File: config.mk
export PLATFORM = sky130hd
export DESIGN_NAME = rtc_core
export DESIGN_NICKNAME = d
export VERILOG_FILES = /design/src/hdl/rtc_core.v
export VERILOG_INCLUDE_DIRS = /design/src /design/src/hdl
export SDC_FILE = /design/constraint.sdc
export NUM_CORES = 1
export LEC_CHECK = 0
export ABC_AREA = 1
export BUFFER_PORTS_ARGS = -buffer_cell sky130_fd_sc_hd__buf_2
export CAP_MARGIN = 20
export CORE_UTILIZATION = 57
export DETAILED_ROUTE_END_ITERATION = 6
export HOLD_SLACK_MARGIN = 0.1
export MAX_ROUTING_LAYER = met4
export PLACE_DENSITY = 0.83
export SKIP_LAST_GASP = 1
export SLEW_MARGIN = 20
export SYNTH_ARGS = -nofsm -noshare
export SYNTH_HDL_FRONTEND = slang
export SYNTH_SLANG_ARGS = --single-unit
export TNS_END_PERCENT = 1
File: constraint.sdc
create_clock -name clock_i -period 10.16 [get_ports clock_i]
set_input_delay 2.032 -clock clock_i [delete_from_list [all_inputs] [get_ports clock_i]]
set_output_delay 2.032 -clock clock_i [all_outputs]
set_load 0.005 [all_outputs]
File: src/hdl/rtc_regs.vh
// Register offsets, field positions and reset values of the calendar clock
`ifndef RTC_REGS_VH
`define RTC_REGS_VH
// ==========================================
// Register byte offsets
`define OFS_CTRL     8'h00
`define OFS_TIME     8'h04
`define OFS_DATE     8'h08
`define OFS_SUBSEC   8'h0C
`define OFS_ALRA     8'h10
`define OFS_ALRB     8'h14
`define OFS_WUT      8'h18
`define OFS_SHIFT    8'h1C
`define OFS_CAL      8'h20
`define OFS_TSTIME   8'h24
`define OFS_TSDATE   8'h28
`define OFS_STATUS   8'h2C
`define OFS_MASK     8'h30
`define OFS_TAMPCFG  8'h34
`define OFS_BKP      8'h40
// ==========================================
// Control register fields
`define CTL_CLKSEL   1:0
`define CTL_FMT12    2
`define CTL_REFEN    3
`define CTL_REF60    4
`define CTL_ALRAEN   5
`define CTL_ALRBEN   6
`define CTL_WUTEN    7
`define CTL_TSEN     8
`define CTL_TAMPTS   9
`define CTL_RUN      10
// ==========================================
// Status and mask bits
`define ST_ALRA      0
`define ST_ALRB      1
`define ST_WUT       2
`define ST_TS        3
`define ST_TAMP      4
// ==========================================
// Reset values
`define RST_CTRL     11'h400
`define RST_TIME     24'h00_0000
`define RST_DATE     27'h100_0101
`define RST_WUT      17'h1_FFFF
// ==========================================
// Counts
`define HSE_DIV      5'h1F
`define CAL_WIN_MAX  20'hF_FFFF
`define REF_N50      6'h31
`define REF_N60      6'h3B
`endif

File: src/hdl/rtc_core.v
// Battery-backed BCD calendar clock with alarms, wakeup timer, tamper and backup store
`timescale 1ns/10ps
`default_nettype none
`include "rtc_regs.vh"
module rtc_core #(
   parameter [14:0] PRESC = 15'h7FFF
) (
   // Clock and reset
   input  wire        clock_i,
   input  wire        rstn_i,
   // Register port
   input  wire [7:0]  addr_i,
   input  wire [31:0] wdata_i,
   input  wire        wr_i,
   input  wire        rd_i,
   output reg  [31:0] rdata_o,
   // Clock source ticks, one cycle each
   input  wire        xtal_tick_i,
   input  wire        osc_tick_i,
   input  wire        lprc_tick_i,
   input  wire        hse_tick_i,
   // Reference, timestamp and tamper pins
   input  wire        ref_i,
   input  wire        stamp_i,
   input  wire [2:0]  tamper_i,
   // Interrupt and wake
   output reg         irq_o
);
   // ==========================================
   // Reset release
   reg [1:0] rst_sync_reg;
   wire      rst_n = rst_sync_reg[1];
   always @(posedge clock_i or negedge rstn_i)
   begin
      if (!rstn_i) rst_sync_reg <= 2'b00;
      else         rst_sync_reg <= {rst_sync_reg[0], 1'b1};
   end

   // ==========================================
   // BCD helpers
   function [7:0] bcd_inc;
      input [7:0] v;
      begin
         if (v[3:0] == 4'h9) bcd_inc = {v[7:4] + 4'h1, 4'h0};
         else                bcd_inc = {v[7:4], v[3:0] + 4'h1};
      end
   endfunction

   function [7:0] month_len;
      input [7:0] m;
      input [7:0] y;
      reg         leap;
      begin
         leap = y[4] ? (y[3:0] == 4'h2 || y[3:0] == 4'h6)
                     : (y[3:0] == 4'h0 || y[3:0] == 4'h4 || y[3:0] == 4'h8);
         case (m)
            8'h02: month_len = leap ? 8'h29 : 8'h28;
            8'h04, 8'h06, 8'h09, 8'h11: month_len = 8'h30;
            default: month_len = 8'h31;
         endcase
      end
   endfunction

   // ==========================================
   // Registers
   reg [10:0] ctrl_reg;
   reg [23:0] time_reg;
   reg [26:0] date_reg;
   reg [31:0] alra_reg;
   reg [31:0] alrb_reg;
   reg [16:0] wut_reload_reg;
   reg [16:0] wut_cnt_reg;
   reg [14:0] shift_reg;
   reg [8:0]  cal_reg;
   reg [19:0] cal_win_reg;
   reg [23:0] ts_time_reg;
   reg [26:0] ts_date_reg;
   reg [6:0]  status_reg;
   reg [6:0]  mask_reg;
   reg [4:0]  tampcfg_reg;
   reg [14:0] presc_reg;
   reg [4:0]  hse_div_reg;
   reg        hse_tick_reg;
   reg        ref_d_reg;
   reg [5:0]  ref_cnt_reg;
   reg        stamp_d_reg;
   reg        sec_d_reg;
   reg [2:0]  tamp_cnt_reg [0:2];
   reg [2:0]  tamp_lvl_reg;
   reg [31:0] bkp_mem [0:15];

   wire wr_hit = wr_i;
   wire rd_stat = rd_i && (addr_i == `OFS_STATUS);

   // ==========================================
   // Clock source and pulse removal
   reg src_tick;
   always @*
   begin
      case (ctrl_reg[`CTL_CLKSEL])
         2'd0:    src_tick = xtal_tick_i;
         2'd1:    src_tick = osc_tick_i;
         2'd2:    src_tick = lprc_tick_i;
         default: src_tick = hse_tick_reg;
      endcase
   end

   wire cal_drop   = ({11'h000, cal_reg} > cal_win_reg);
   wire shift_drop = (shift_reg != 15'h0000);
   wire run_tick   = src_tick && ctrl_reg[`CTL_RUN];
   wire tick       = run_tick && !cal_drop && !shift_drop;

   // Reference second: realign the prescaler on each 50 or 60 reference edges
   wire ref_edge = ref_i && !ref_d_reg;
   wire [5:0] ref_top = ctrl_reg[`CTL_REF60] ? `REF_N60 : `REF_N50;
   wire ref_sec = ctrl_reg[`CTL_REFEN] && ref_edge && (ref_cnt_reg == ref_top);
   // A late second fires at the reference; an early one is only realigned
   wire sec_pulse = (tick && presc_reg == 15'h0000 && !ref_sec) ||
                    (ref_sec && presc_reg < {1'b0, PRESC[14:1]});

   // ==========================================
   // Next calendar value
   reg [23:0] time_next;
   reg [26:0] date_next;
   reg        day_roll;
   reg [7:0]  hr;
   reg [7:0]  hr_inc;
   always @*
   begin
      time_next = time_reg;
      date_next = date_reg;
      day_roll  = 1'b0;
      hr        = {2'b00, time_reg[21:16]};
      hr_inc    = bcd_inc(hr);
      if (time_reg[7:0] != 8'h59) time_next[7:0] = bcd_inc(time_reg[7:0]);
      else
      begin
         time_next[7:0] = 8'h00;
         if (time_reg[15:8] != 8'h59) time_next[15:8] = bcd_inc(time_reg[15:8]);
         else
         begin
            time_next[15:8] = 8'h00;
            if (ctrl_reg[`CTL_FMT12])
            begin
               if (hr == 8'h12) time_next[21:16] = 6'h01;
               else time_next[21:16] = hr_inc[5:0];
               if (hr == 8'h11)
               begin
                  time_next[22] = ~time_reg[22];
                  day_roll      = time_reg[22];
               end
            end
            else if (hr == 8'h23)
            begin
               time_next[22:16] = 7'h00;
               day_roll         = 1'b1;
            end
            else time_next[21:16] = hr_inc[5:0];
         end
      end
      if (day_roll)
      begin
         date_next[26:24] = (date_reg[26:24] == 3'd7) ? 3'd1 : date_reg[26:24] + 3'd1;
         if (date_reg[7:0] != month_len(date_reg[15:8], date_reg[23:16]))
            date_next[7:0] = bcd_inc(date_reg[7:0]);
         else
         begin
            date_next[7:0] = 8'h01;
            if (date_reg[15:8] != 8'h12) date_next[15:8] = bcd_inc(date_reg[15:8]);
            else
            begin
               date_next[15:8]  = 8'h01;
               date_next[23:16] = (date_reg[23:16] == 8'h99) ? 8'h00 : bcd_inc(date_reg[23:16]);
            end
         end
      end
   end

   // ==========================================
   // Events
   wire alra_hit = sec_d_reg && ctrl_reg[`CTL_ALRAEN] && (time_reg == alra_reg[23:0]) &&
                   (alra_reg[31:24] == 8'h00 || alra_reg[31:24] == date_reg[7:0]);
   wire alrb_hit = sec_d_reg && ctrl_reg[`CTL_ALRBEN] && (time_reg == alrb_reg[23:0]) &&
                   (alrb_reg[31:24] == 8'h00 || alrb_reg[31:24] == date_reg[7:0]);
   wire wut_hit  = tick && ctrl_reg[`CTL_WUTEN] && (wut_cnt_reg == 17'h0_0000);

   // Tamper filter: 0 takes a raw level, else 2^n - 1 equal samples on the clock ticks
   reg [2:0] tamp_new;
   reg [2:0] tamp_lvl_next;
   integer   i;
   integer   j;
   always @*
   begin
      for (i = 0; i < 3; i = i + 1)
      begin
         if (tampcfg_reg[1:0] == 2'd0)
            tamp_lvl_next[i] = tamper_i[i];
         else if (tamp_cnt_reg[i] == ((3'd1 << tampcfg_reg[1:0]) - 3'd1))
            tamp_lvl_next[i] = tamper_i[i];
         else
            tamp_lvl_next[i] = tamp_lvl_reg[i];
         tamp_new[i] = tamp_lvl_next[i] && !tamp_lvl_reg[i] && tampcfg_reg[2 + i];
      end
   end

   wire ts_hit = ctrl_reg[`CTL_TSEN] &&
                 ((stamp_i && !stamp_d_reg) || (ctrl_reg[`CTL_TAMPTS] && |tamp_new));
   wire [6:0] ev = {tamp_new, ts_hit, wut_hit, alrb_hit, alra_hit};

   // ==========================================
   // Main sequential logic
   always @(posedge clock_i or negedge rst_n)
   begin
      if (!rst_n)
      begin
         ctrl_reg       <= `RST_CTRL;
         time_reg       <= `RST_TIME;
         date_reg       <= `RST_DATE;
         alra_reg       <= 32'h0000_0000;
         alrb_reg       <= 32'h0000_0000;
         wut_reload_reg <= `RST_WUT;
         wut_cnt_reg    <= `RST_WUT;
         shift_reg      <= 15'h0000;
         cal_reg        <= 9'h000;
         cal_win_reg    <= 20'h0_0000;
         ts_time_reg    <= 24'h00_0000;
         ts_date_reg    <= 27'h000_0000;
         status_reg     <= 7'h00;
         mask_reg       <= 7'h00;
         tampcfg_reg    <= 5'h00;
         presc_reg      <= 15'h0000;
         hse_div_reg    <= 5'h00;
         hse_tick_reg   <= 1'b0;
         ref_d_reg      <= 1'b0;
         ref_cnt_reg    <= 6'h00;
         stamp_d_reg    <= 1'b0;
         sec_d_reg      <= 1'b0;
         tamp_lvl_reg   <= 3'b000;
         tamp_cnt_reg[0] <= 3'd0;
         tamp_cnt_reg[1] <= 3'd0;
         tamp_cnt_reg[2] <= 3'd0;
         irq_o          <= 1'b0;
         rdata_o        <= 32'h0000_0000;
      end
      else
      begin
         // High-speed clock divided by 32
         hse_div_reg  <= hse_div_reg + {4'h0, hse_tick_i};
         hse_tick_reg <= hse_tick_i && (hse_div_reg == `HSE_DIV);
         ref_d_reg    <= ref_i;
         stamp_d_reg  <= stamp_i;
         sec_d_reg    <= sec_pulse;
         tamp_lvl_reg <= tamp_lvl_next;
         for (j = 0; j < 3; j = j + 1)
         begin
            if (tamper_i[j] != tamp_lvl_reg[j] && src_tick)
               tamp_cnt_reg[j] <= tamp_cnt_reg[j] + 3'd1;
            else if (tamper_i[j] == tamp_lvl_reg[j])
               tamp_cnt_reg[j] <= 3'd0;
         end
         if (ref_edge)
            ref_cnt_reg <= (ref_cnt_reg == ref_top) ? 6'h00 : ref_cnt_reg + 6'h01;
         // Pulse removal bookkeeping
         if (run_tick)
            cal_win_reg <= (cal_win_reg == `CAL_WIN_MAX) ? 20'h0_0000 : cal_win_reg + 20'h0_0001;
         if (run_tick && shift_drop)
            shift_reg <= shift_reg - 15'h0001;
         // Prescaler, subsecond counter
         if (ref_sec || (tick && presc_reg == 15'h0000))
            presc_reg <= PRESC;
         else if (tick)
            presc_reg <= presc_reg - 15'h0001;
         if (sec_pulse)
         begin
            time_reg <= time_next;
            date_reg <= date_next;
         end
         // Wakeup counter
         if (tick && ctrl_reg[`CTL_WUTEN])
            wut_cnt_reg <= (wut_cnt_reg == 17'h0_0000) ? wut_reload_reg : wut_cnt_reg - 17'h0_0001;
         if (ts_hit)
         begin
            ts_time_reg <= time_reg;
            ts_date_reg <= date_reg;
         end
         // Set wins over the clearing read
         status_reg <= (rd_stat ? 7'h00 : status_reg) | ev;
         irq_o      <= |(((rd_stat ? 7'h00 : status_reg) | ev) & mask_reg);
         // Register writes
         if (wr_hit)
         begin
            case (addr_i)
               `OFS_CTRL:    ctrl_reg <= wdata_i[10:0];
               `OFS_TIME:
               begin
                  time_reg  <= wdata_i[23:0];
                  presc_reg <= PRESC;
               end
               `OFS_DATE:    date_reg <= wdata_i[26:0];
               `OFS_ALRA:    alra_reg <= wdata_i;
               `OFS_ALRB:    alrb_reg <= wdata_i;
               `OFS_WUT:
               begin
                  wut_reload_reg <= wdata_i[16:0];
                  wut_cnt_reg    <= wdata_i[16:0];
               end
               `OFS_SHIFT:   shift_reg <= wdata_i[14:0];
               `OFS_CAL:     cal_reg <= wdata_i[8:0];
               `OFS_MASK:    mask_reg <= wdata_i[6:0];
               `OFS_TAMPCFG: tampcfg_reg <= wdata_i[4:0];
               default: ;
            endcase
         end
         // Register reads, data in the following cycle
         if (rd_i)
         begin
            case (addr_i)
               `OFS_CTRL:    rdata_o <= {21'h00_0000, ctrl_reg};
               `OFS_TIME:    rdata_o <= {8'h00, time_reg};
               `OFS_DATE:    rdata_o <= {5'h00, date_reg};
               `OFS_SUBSEC:  rdata_o <= {17'h0_0000, presc_reg};
               `OFS_ALRA:    rdata_o <= alra_reg;
               `OFS_ALRB:    rdata_o <= alrb_reg;
               `OFS_WUT:     rdata_o <= {15'h0000, wut_cnt_reg};
               `OFS_SHIFT:   rdata_o <= {17'h0_0000, shift_reg};
               `OFS_CAL:     rdata_o <= {23'h00_0000, cal_reg};
               `OFS_TSTIME:  rdata_o <= {8'h00, ts_time_reg};
               `OFS_TSDATE:  rdata_o <= {5'h00, ts_date_reg};
               `OFS_STATUS:  rdata_o <= {25'h000_0000, status_reg};
               `OFS_MASK:    rdata_o <= {25'h000_0000, mask_reg};
               `OFS_TAMPCFG: rdata_o <= {27'h000_0000, tampcfg_reg};
               default:
                  if (addr_i[7:6] == 2'b01) rdata_o <= bkp_mem[addr_i[5:2]];
                  else rdata_o <= 32'h0000_0000;
            endcase
         end
         else
            rdata_o <= 32'h0000_0000;
      end
   end

   // ==========================================
   // Backup store: no reset so contents outlive any reset
   always @(posedge clock_i)
   begin
      if (wr_i && addr_i[7:6] == 2'b01)
         bkp_mem[addr_i[5:2]] <= wdata_i;
   end

endmodule // rtc_core
`default_nettype wire

**Word level (Yosys, flattened, before mapping)**

Memories as Yosys holds them, arrays and structs flattened.
Index checks and enable logic that the tools add are counted.

- Bits in registers: 351
- Latch bits: 0
- RAM bits: 512
- ROM bits: 0
- Input port bits: 53
- Output and inout bits: 33
- Word-level logic and storage cells: 256
- Memories kept: 1

- Add/subtract/negate cells: 23
- Multiply operators: 0
- Div/mod/pow operators: 0
- Magnitude comparators: 2
- Equal/unequal tests: 56
- Shift operators: 1
- Mux-type cells: 70
- Bitwise gates (word level): 3
- Reduce and logical (&&, ||, !) cells: 71

Memories:

| memory | depth | width | read ports | clocked after Yosys merged registers in | write ports | line | source |
|---|---|---|---|---|---|---|---|
| bkp_mem | 16 | 32 | 1 | 0 | 1 | rtc_core.v:90 | `reg [31:0] bkp_mem [0:15];` |

Operators with widths:

| kind | count |
|---|---|
| $pmux 32 s14 | 1 |
| $mux 15 | 8 |
| $mux 27 | 4 |
| $mux 8 | 12 |
| $mux 17 | 4 |
| $mux 32 | 2 |
| $eq 24x24->1 | 2 |
| $eq 8x6->1 const B | 6 |
| $mux 24 | 2 |
| $add 4x1->4 const B | 11 |
| $eq 8x5->1 const B | 5 |
| $logic_and 1x1->1 | 33 |
| $sub 15x1->15 const B | 2 |
| $eq 4x4->1 const B | 7 |
| $eq 8x3->1 const B | 3 |
| $eq 8x4->1 const B | 3 |
| $logic_not 8->1 | 3 |
| $mux 6 | 4 |
| $mux 23 | 1 |
| $mux 3 | 7 |
| $mux 7 | 3 |
| $add 20x1->20 const B | 1 |
| $eq 20x20->1 const B | 1 |
| $gt 9x20->1 | 1 |
| other kinds (47) | 100 |

**Logic depth before layout (Yosys ltp)**

Gate-level depths: netlist of run 1.

- Word-level depth: 14
- Gate-level depth with buffers: 18
- Mapped depth without buffers: 18

**Worst setup path after synthesis of run 1**

Ideal clock, no wire load.

- Path kind: input to register
- Start point: input port addr_i[2]
- End point: memory bkp_mem[10][0] (enable)
- Setup time: 0.421 ns
- Data arrival time: 4.343 ns
- Required time: 9.739 ns
- Slack: 5.396 ns
- Stages: 8
- Path buffers: 3
- Path through: inv_1 -> nand2_1 -> inv_2 -> buf_2 -> buf_2 -> buf_1 -> nand2_1 -> nor2_1

RTL lines:

| item | line | source |
|---|---|---|
| start, declared | rtc_core.v:12 | `input wire [7:0] addr_i,` |
| end, declared | rtc_core.v:90 |  |

No word-level cell before the write port.

**Worst setup path after layout of run 1**

- Start point: input port addr_i[5]
- End point: register rdata_o[6]

- Cells in the longest elaborated chain, start to end: 4
- Elaborated cells on any way between the ends: 18
- Classes of those cells: eq/ne (13); mux (3); reduce/logical (1); memory (1)

RTL lines:

| item | line | source |
|---|---|---|
| $mem_v2 16x32 | - |  |
| $mux 32 | rtc_core.v:333 | `if (addr_i[7:6] == 2'b01) rdata_o <= bkp_mem[addr_i[5:2]];` |
| $pmux 32 s14 (*) | rtc_core.v:317 | `case (addr_i)` |
| $mux 32 (*) | rtc_core.v:315 | `if (rd_i)` |
| end signal, assigned | rtc_core.v:318 | `` `OFS_CTRL: rdata_o <= {21'h00_0000, ctrl_reg}; `` |
| end signal, assigned | rtc_core.v:319 | `` `OFS_TIME: rdata_o <= {8'h00, time_reg}; `` |
| end signal, assigned | rtc_core.v:333 |  |
| end, declared | rtc_core.v:16 | `output reg [31:0] rdata_o,` |

Mark *: on every way between the ends. The rest lies on a longest branch, timed or not.
A chain may end at the register's enable or synchronous reset.

==> impl_metrics.tcl, run 1 <==
set metrics [dict create \
    synth_cells 3733 \
    worst_slack_ns 5.46 \
    slew_headroom_pct 24.6 \
    clk_path_buf_depth 3 \
    die_w_um 263 \
    status "finished with violations" \
    fmax_mhz 213 \
    postSynthAreaPerCell_um2 10.4 \
    ant_nets 0 \
    final_layout_size_suffix_gt1_share_pct 10.9 \
    utilization_pct 64.1 \
    vias 30300 \
    instances_no_fill 4729 \
    wl_um 119000 \
    ctsHoldBuffers 0 \
    dp_cells 4568 \
    power_leakage_nw 17.2 \
    post-place-ws_ns 5.06 \
    multiInputGateArea_um2 12700 \
    pwr_density_cell_nw_per_um2 188 \
    dieArea_um2 69200 \
    endpoint_kind "flip-flop" \
    yosys-top-cells-count "nand2_1, edfxtp_1, dfrtp_1, inv_1, a22oi_1" \
    hp-class "flip-flop to flip-flop" \
    rsz0062_at_grt "no" \
    yosys_register_bits 863 \
    drv_slew 0 \
    overflow 0 \
    worstSetupPathType "primary input to flip-flop" \
    hold_viol 0 \
    netlist_area_um2 38800 \
    finClkSkew_ns 0.0449 \
    cts_setup_buffers 0 \
    cts_tree "built" \
    gr-usage-all-layers_pct 35.1 \
    setup_violations 0 \
    worstPathArrival_ns 5.19 \
    finalCritPeriodShare_pct 46.3 \
    clock_latency_ns 0.70 \
    area_growth_pct 11.1 \
    dpl.hpwl_um 74400 \
    finalNetCount 3878 \
    dr.pass1.iters 7 \
    vdd_ir_drop_max_v 0.000156 \
    h-tree-depth 3 \
    cts_root_buffer "clkbuf_16" \
    worstPathRequired_ns 10.65 \
    start_kind "primary input" \
    initial_utilization_pct 57.7 \
    min_from "rst_sync_reg[0]" \
    synth_nets 3826 \
    cp_max_fo 38 \
    async_flop_share_pct 40.7 \
    vias_per_cell 6.41 \
    clkTransAtPathRegs_ns 0.06 \
    port_buffers 85 \
    synth_most_common_cell "nand2_1" \
    yosysTopAreaCellShare_pct 39.6 \
    drtIter0Drc 4424 \
    clock_sinks 863 \
    fillCellCount 5076 \
    synth.yosys.seq_area_share_pct 62.3 \
    synth_top_flop_cell "edfxtp_1" \
    worst_slew_pin_slew_ns 1.13 \
    synth_top_cell_by_area "edfxtp_1" \
    setup-tns-final_ns 0 \
    critPathLaunch "addr_i[5]" \
    violations "DRC" \
    antenna_found_initial 1 \
    grt_pass1_vias 28700 \
    total_power_w 0.00811 \
    die_h_um 263 \
    regArea_um2 24200 \
    cts_buffers 88 \
    routabilityCongestion 1.08 \
    drc_errors 1 \
    min_period_ns 4.70 \
    yosys-top-cells-area "edfxtp_1, dfrtp_1, nand2_1" \
    ios 86 \
    synth_cell_type_count 59 \
    grt_max_degree 137 \
    ys_warn_count 0 \
    cts_resized 0 \
    rows 95 \
    core_um2 67300 \
    drv_cap 0 \
    synth-edff-count 512 \
    r2r_start "time_reg[9]" \
    largest_reg_flops 512 \
    grt_pass1_wl_um 177000 \
    drt-wirelength-per-cell_um 25.1 \
]
-- per-layer routing --
layer  global-route usage, %  routed length [um]
met3                    8.05               14500
met5                       -                   0
met4                    15.9                6140
met2                    51.6               52700
met1                    46.6               45200
-- metrics by stage --
step,cell area [um^2],hold WS [ns]
3_5_place_dp,40100,0.342
5_1_grt,43100,0.362
3_3_place_gp,40100,0.334
4_1_cts,43100,0.358
6_report,43100,0.353
2_1_floorplan,38800,0.331
-- cells in the final DEF, fill, tap and decap left out, types with 43 or more instances in the layout --
cell type and count:
a21oi_1 186, a22oi_1 257, buf_2 85, clkbuf_16 88, dfrtp_1 312, edfxtp_1 512, inv_1 295, inv_2 48
nand2_1 776, nand3_1 156, nand4_1 56, nor2_1 174, nor3_1 43, o21ai_0 148, o21ai_1 141, o22ai_1 55
xor2_1 48
-- logic make-up after synthesis --
kind of cell / after synthesis / synth area share, %
simple gates: 1341 / 15.0
compound gates: 906 / 14.4
flops: 863 / 62.3
buf+inv: 511 / 5.32
xor+xnor: 68 / 1.53
fa+ha+maj: 40 / 1.29
mux: 3 / 0.0773
other cells: 1 / 0.00966
-- power breakdown --
part           internal [W]  switching [W]
registers           0.00389       0.000163
clock network       0.00191        0.00144
logic              0.000222       0.000487
total               0.00602        0.00209
-- worst max-delay path, stage by stage --
cell,delay [ns]
buf_2,0.13
inv_1,0.08
nand2_2,0.05
buf_4,0.56
nor2_1,0.27
nand2_1,0.14
buf_4,0.28
inv_2,0.25
nand2_1,0.16
nand3_1,0.11
nor4_1,0.90
a21oi_1,0.19
-- final timing paths --
path / slack (ns) / depth (start not counted) / end
max in group asynchronous: 7.72 / 2 / shift_reg[11]
min in group asynchronous: 0.45 / 0 / date_reg[21]
min reg2reg: 0.35 / 0 / rst_sync_reg[1]
min: 0.35 / 0 / rst_sync_reg[1]
max: 5.46 / 12 / rdata_o[6]
max reg2reg: 6.80 / 13 / date_reg[7]
-- area by class of cell --
class	instances	area share [%]
sequential	863	56.1
timing repair buffer	123	1.73
antenna	1	0.00580
tap	873	2.53
multi-input combinational	2359	29.5
clock buffer	111	5.52
inverter	350	3.07
clock inverter	49	1.50
(Power assumes the default switching activity.)
==> run 2, diff against run 1 <==
- ABC_AREA: 1 -> 0
- CORE_UTILIZATION: 57 -> 60
- PLACE_DENSITY: 0.83 -> 0.84
- clock period: 10.16 -> 4.6 ns (I/O delays scaled with it)
==> run 2 against run 1 <==
  * The run now ends clean
  * Clock power up 120%
  * Count of clock-buffer cells in the layout increased by 6
  * Worst hold slack improved by 0.0013 ns
  * Via count down 17%
  * Clock skew rose by 0.042 ns
  * Flip-flop and latch count unchanged
  * Sequential power grew 120%
  * Utilization up 4.3 points
  * Combinational power grew 120%
  * Synthesized cell count is 32% lower
  * First-iteration DRC count down 7.0%
  * Largest power group unchanged
==> impl_metrics.tcl, run 2 <==
set metrics [dict create \
    worst_slew_pin_slew_ns 1.16 \
    min_period_ns 3.72 \
    yosys-top-cells-count "edfxtp_1, dfrtp_1, nand2_1, nor2_1, mux4_2" \
    cts_resized 0 \
    grt_pass1_vias 25400 \
    hold_viol 0 \
    critPathMaxStageDelay_ns 0.68 \
    power_frac_comb_pct 8.5 \
    synth_cell_type_count 78 \
    vias 25200 \
    hp-class "flip-flop to flip-flop" \
    core_um2 62100 \
    post-place-ws_ns 0.786 \
    ctsHoldBuffers 1 \
    routabilityCongestion 1.00 \
    h-tree-depth 3 \
    finClkSkew_ns 0.0868 \
    synth_most_common_cell "edfxtp_1" \
    endpoint_kind "flip-flop" \
    yosys-top-cells-area "edfxtp_1, dfrtp_1, mux4_2" \
    grt_max_degree 118 \
    multiInputGateArea_um2 13000 \
    fmax_mhz 269 \
    rows 91 \
    cts_root_buffer "clkbuf_16" \
    synth_nets 2647 \
    worstPathRequired_ns 5.13 \
    route.met3.wl_um 14200 \
    finalCritPeriodShare_pct 80.8 \
    dieArea_um2 64000 \
    setup-tns-final_ns 0 \
    die_w_um 253 \
    worst_slack_ns 0.882 \
    path_cells "ha_1 > and3b_1 > nor2b_1 > and3_1 > nand2_1 > a211o_1 > or4_1 > a31oi_1" \
    drt-wirelength-per-cell_um 32.1 \
    p_seq_share_pct 50.0 \
    antenna_found_initial 9 \
    overflow 0 \
    wl_um 114000 \
    ant_nets 0 \
    switching_share_pct 25.2 \
    synth_top_flop_cell "edfxtp_1" \
    power_leakage_nw 15.8 \
    finalNetCount 2727 \
    cts_setup_buffers 0 \
    vias_per_cell 7.10 \
    wl_met2_um 53300 \
    gr-usage-all-layers_pct 37.6 \
    largest_reg_flops 512 \
    p_sw_w 0.00453 \
    start_kind "flip-flop" \
    clkTransAtPathRegs_ns 0.06 \
    power.share.clock_pct 41.5 \
    ys_warn_count 0 \
    port_buffers 85 \
    worstPathArrival_ns 4.25 \
    synth_top_cell_by_area "edfxtp_1" \
    netlist_area_um2 37800 \
    fillCellCount 3887 \
    clock_latency_ns 0.70 \
    clk_path_buf_depth 3 \
    regArea_um2 24200 \
    mostFrequentLayoutCell "edfxtp_1" \
    drtIter0Drc 4113 \
    dpl.hpwl_um 68100 \
    postSynthAreaPerCell_um2 14.8 \
    grt_pass1_wl_um 167000 \
    internal-power_w 0.0134 \
    setup_violations 0 \
    vdd_ir_drop_max_v 0.000558 \
    drc_errors 0 \
    dr.pass1.iters 7 \
    area_growth_pct 12.1 \
    final_cell_mix "edfxtp_1, dfrtp_1, nand2_1" \
    pwr_density_cell_nw_per_um2 423 \
    synth_cells 2554 \
    cp_max_fo 22 \
    rsz0062_at_grt "no" \
    yosys_register_bits 863 \
    cts_tree "built" \
    critPathSlowestCell "a211o_1" \
    total_power_w 0.0179 \
    synth-edff-count 512 \
    status "complete, no violations" \
    clock_sinks 863 \
    slew_headroom_pct 22.6 \
    place_area_um2 39400 \
    initial_utilization_pct 61.0 \
    worstSetupPathType "flip-flop to flip-flop" \
    yosysTopAreaCellShare_pct 40.6 \
    final_layout_size_suffix_gt1_share_pct 25.1 \
    synth.yosys.seq_area_share_pct 64.0 \
    finalInstanceArea_um2 42400 \
    routed.top_layer "met4" \
    drv_slew 0 \
    die_h_um 253 \
    drv_cap 0 \
    cts_buffers 86 \
    ios 86 \
    drt-met1-wl_um 39400 \
    async_flop_share_pct 40.7 \
]
run 2: cell types whose count changed after synthesis, sizes merged, moves of 127 or more:
cell / delta
a21oi: -143
a22oi: -199
inv: -298
mux2: +150
mux4: +161
nand2: -593
nand3: -127
o21ai: -219
run 2: logic make-up (layout without fill, tap and decap cells):
logic type | after synthesis | in the layout | share of synthesized area, %
other | 1 | 9 | 0.00991
adders and majority gates | 40 | 40 | 1.32
xor gates and xnor gates | 129 | 129 | 2.99
and+or+nand+nor | 613 | 613 | 7.94
muxes | 328 | 328 | 14.5
AOI/OAI and AO/OA | 373 | 373 | 7.14
buffers and inverters | 207 | 360 | 2.11
DFF | 863 | 863 | 64.0
run 2: path summary, 6_finish.rpt:
path / from / endpoint / slack (ns) / cells past startpoint
worst min-delay path: rst_sync_reg[0] / rst_sync_reg[1] / 0.35 / 0
worst max register to register: time_reg[4] / date_reg[15] / 0.88 / 8
min in group asynchronous: rst_sync_reg[1] / tamp_lvl_reg[0] / 0.47 / 0
worst max-delay path: time_reg[4] / date_reg[15] / 0.88 / 8
max in group asynchronous: rst_sync_reg[1] / rdata_o[17] / 2.91 / 1
worst min register to register: rst_sync_reg[0] / rst_sync_reg[1] / 0.35 / 0
run 2: metrics by stage:
stage          std cells  hold slack, ns  utilization (%)
6_report            3552           0.355             68.4
5_1_grt             3550           0.358             68.3
4_1_cts             3544           0.357             68.3
3_5_place_dp        3382           0.340             63.5
3_3_place_gp        3382           0.339             63.5
2_1_floorplan       2554           0.331                -
run 2: power groups by stage:
stage,registers [W],logic [W],clock network [W]
2_1_floorplan,0.00892,0.00105,0
3_3_place_gp,0.00907,0.00142,0
3_5_place_dp,0.00909,0.00149,0
4_1_cts,0.00895,0.00151,0.00746
5_1_grt,0.00899,0.00166,0.00773
6_report,0.00897,0.00153,0.00745
run 2: final cells by class:
class | instances | area share [%]
inverter | 48 | 0.425
clock buffer | 117 | 5.61
antenna | 8 | 0.0472
tap | 837 | 2.47
multi-input combinational | 1484 | 30.6
clock inverter | 44 | 1.44
sequential | 863 | 57.1
timing repair buffer | 151 | 2.38
run 2: routing by layer:
metal  vias up  track usage, %
met1     12700            47.3
met2      2021            57.5
met4         0            19.3
met3       501            8.92
li1      10000               -
met5         -               -
run 2: worst max-delay path: cells and delay by family (launching register included):
kind                       cells  cell delay, ns
and+or+nand+nor                5            1.77
DFF                            1            0.66
AOI/OAI and AO/OA              2            0.88
adders and majority gates      1            0.28
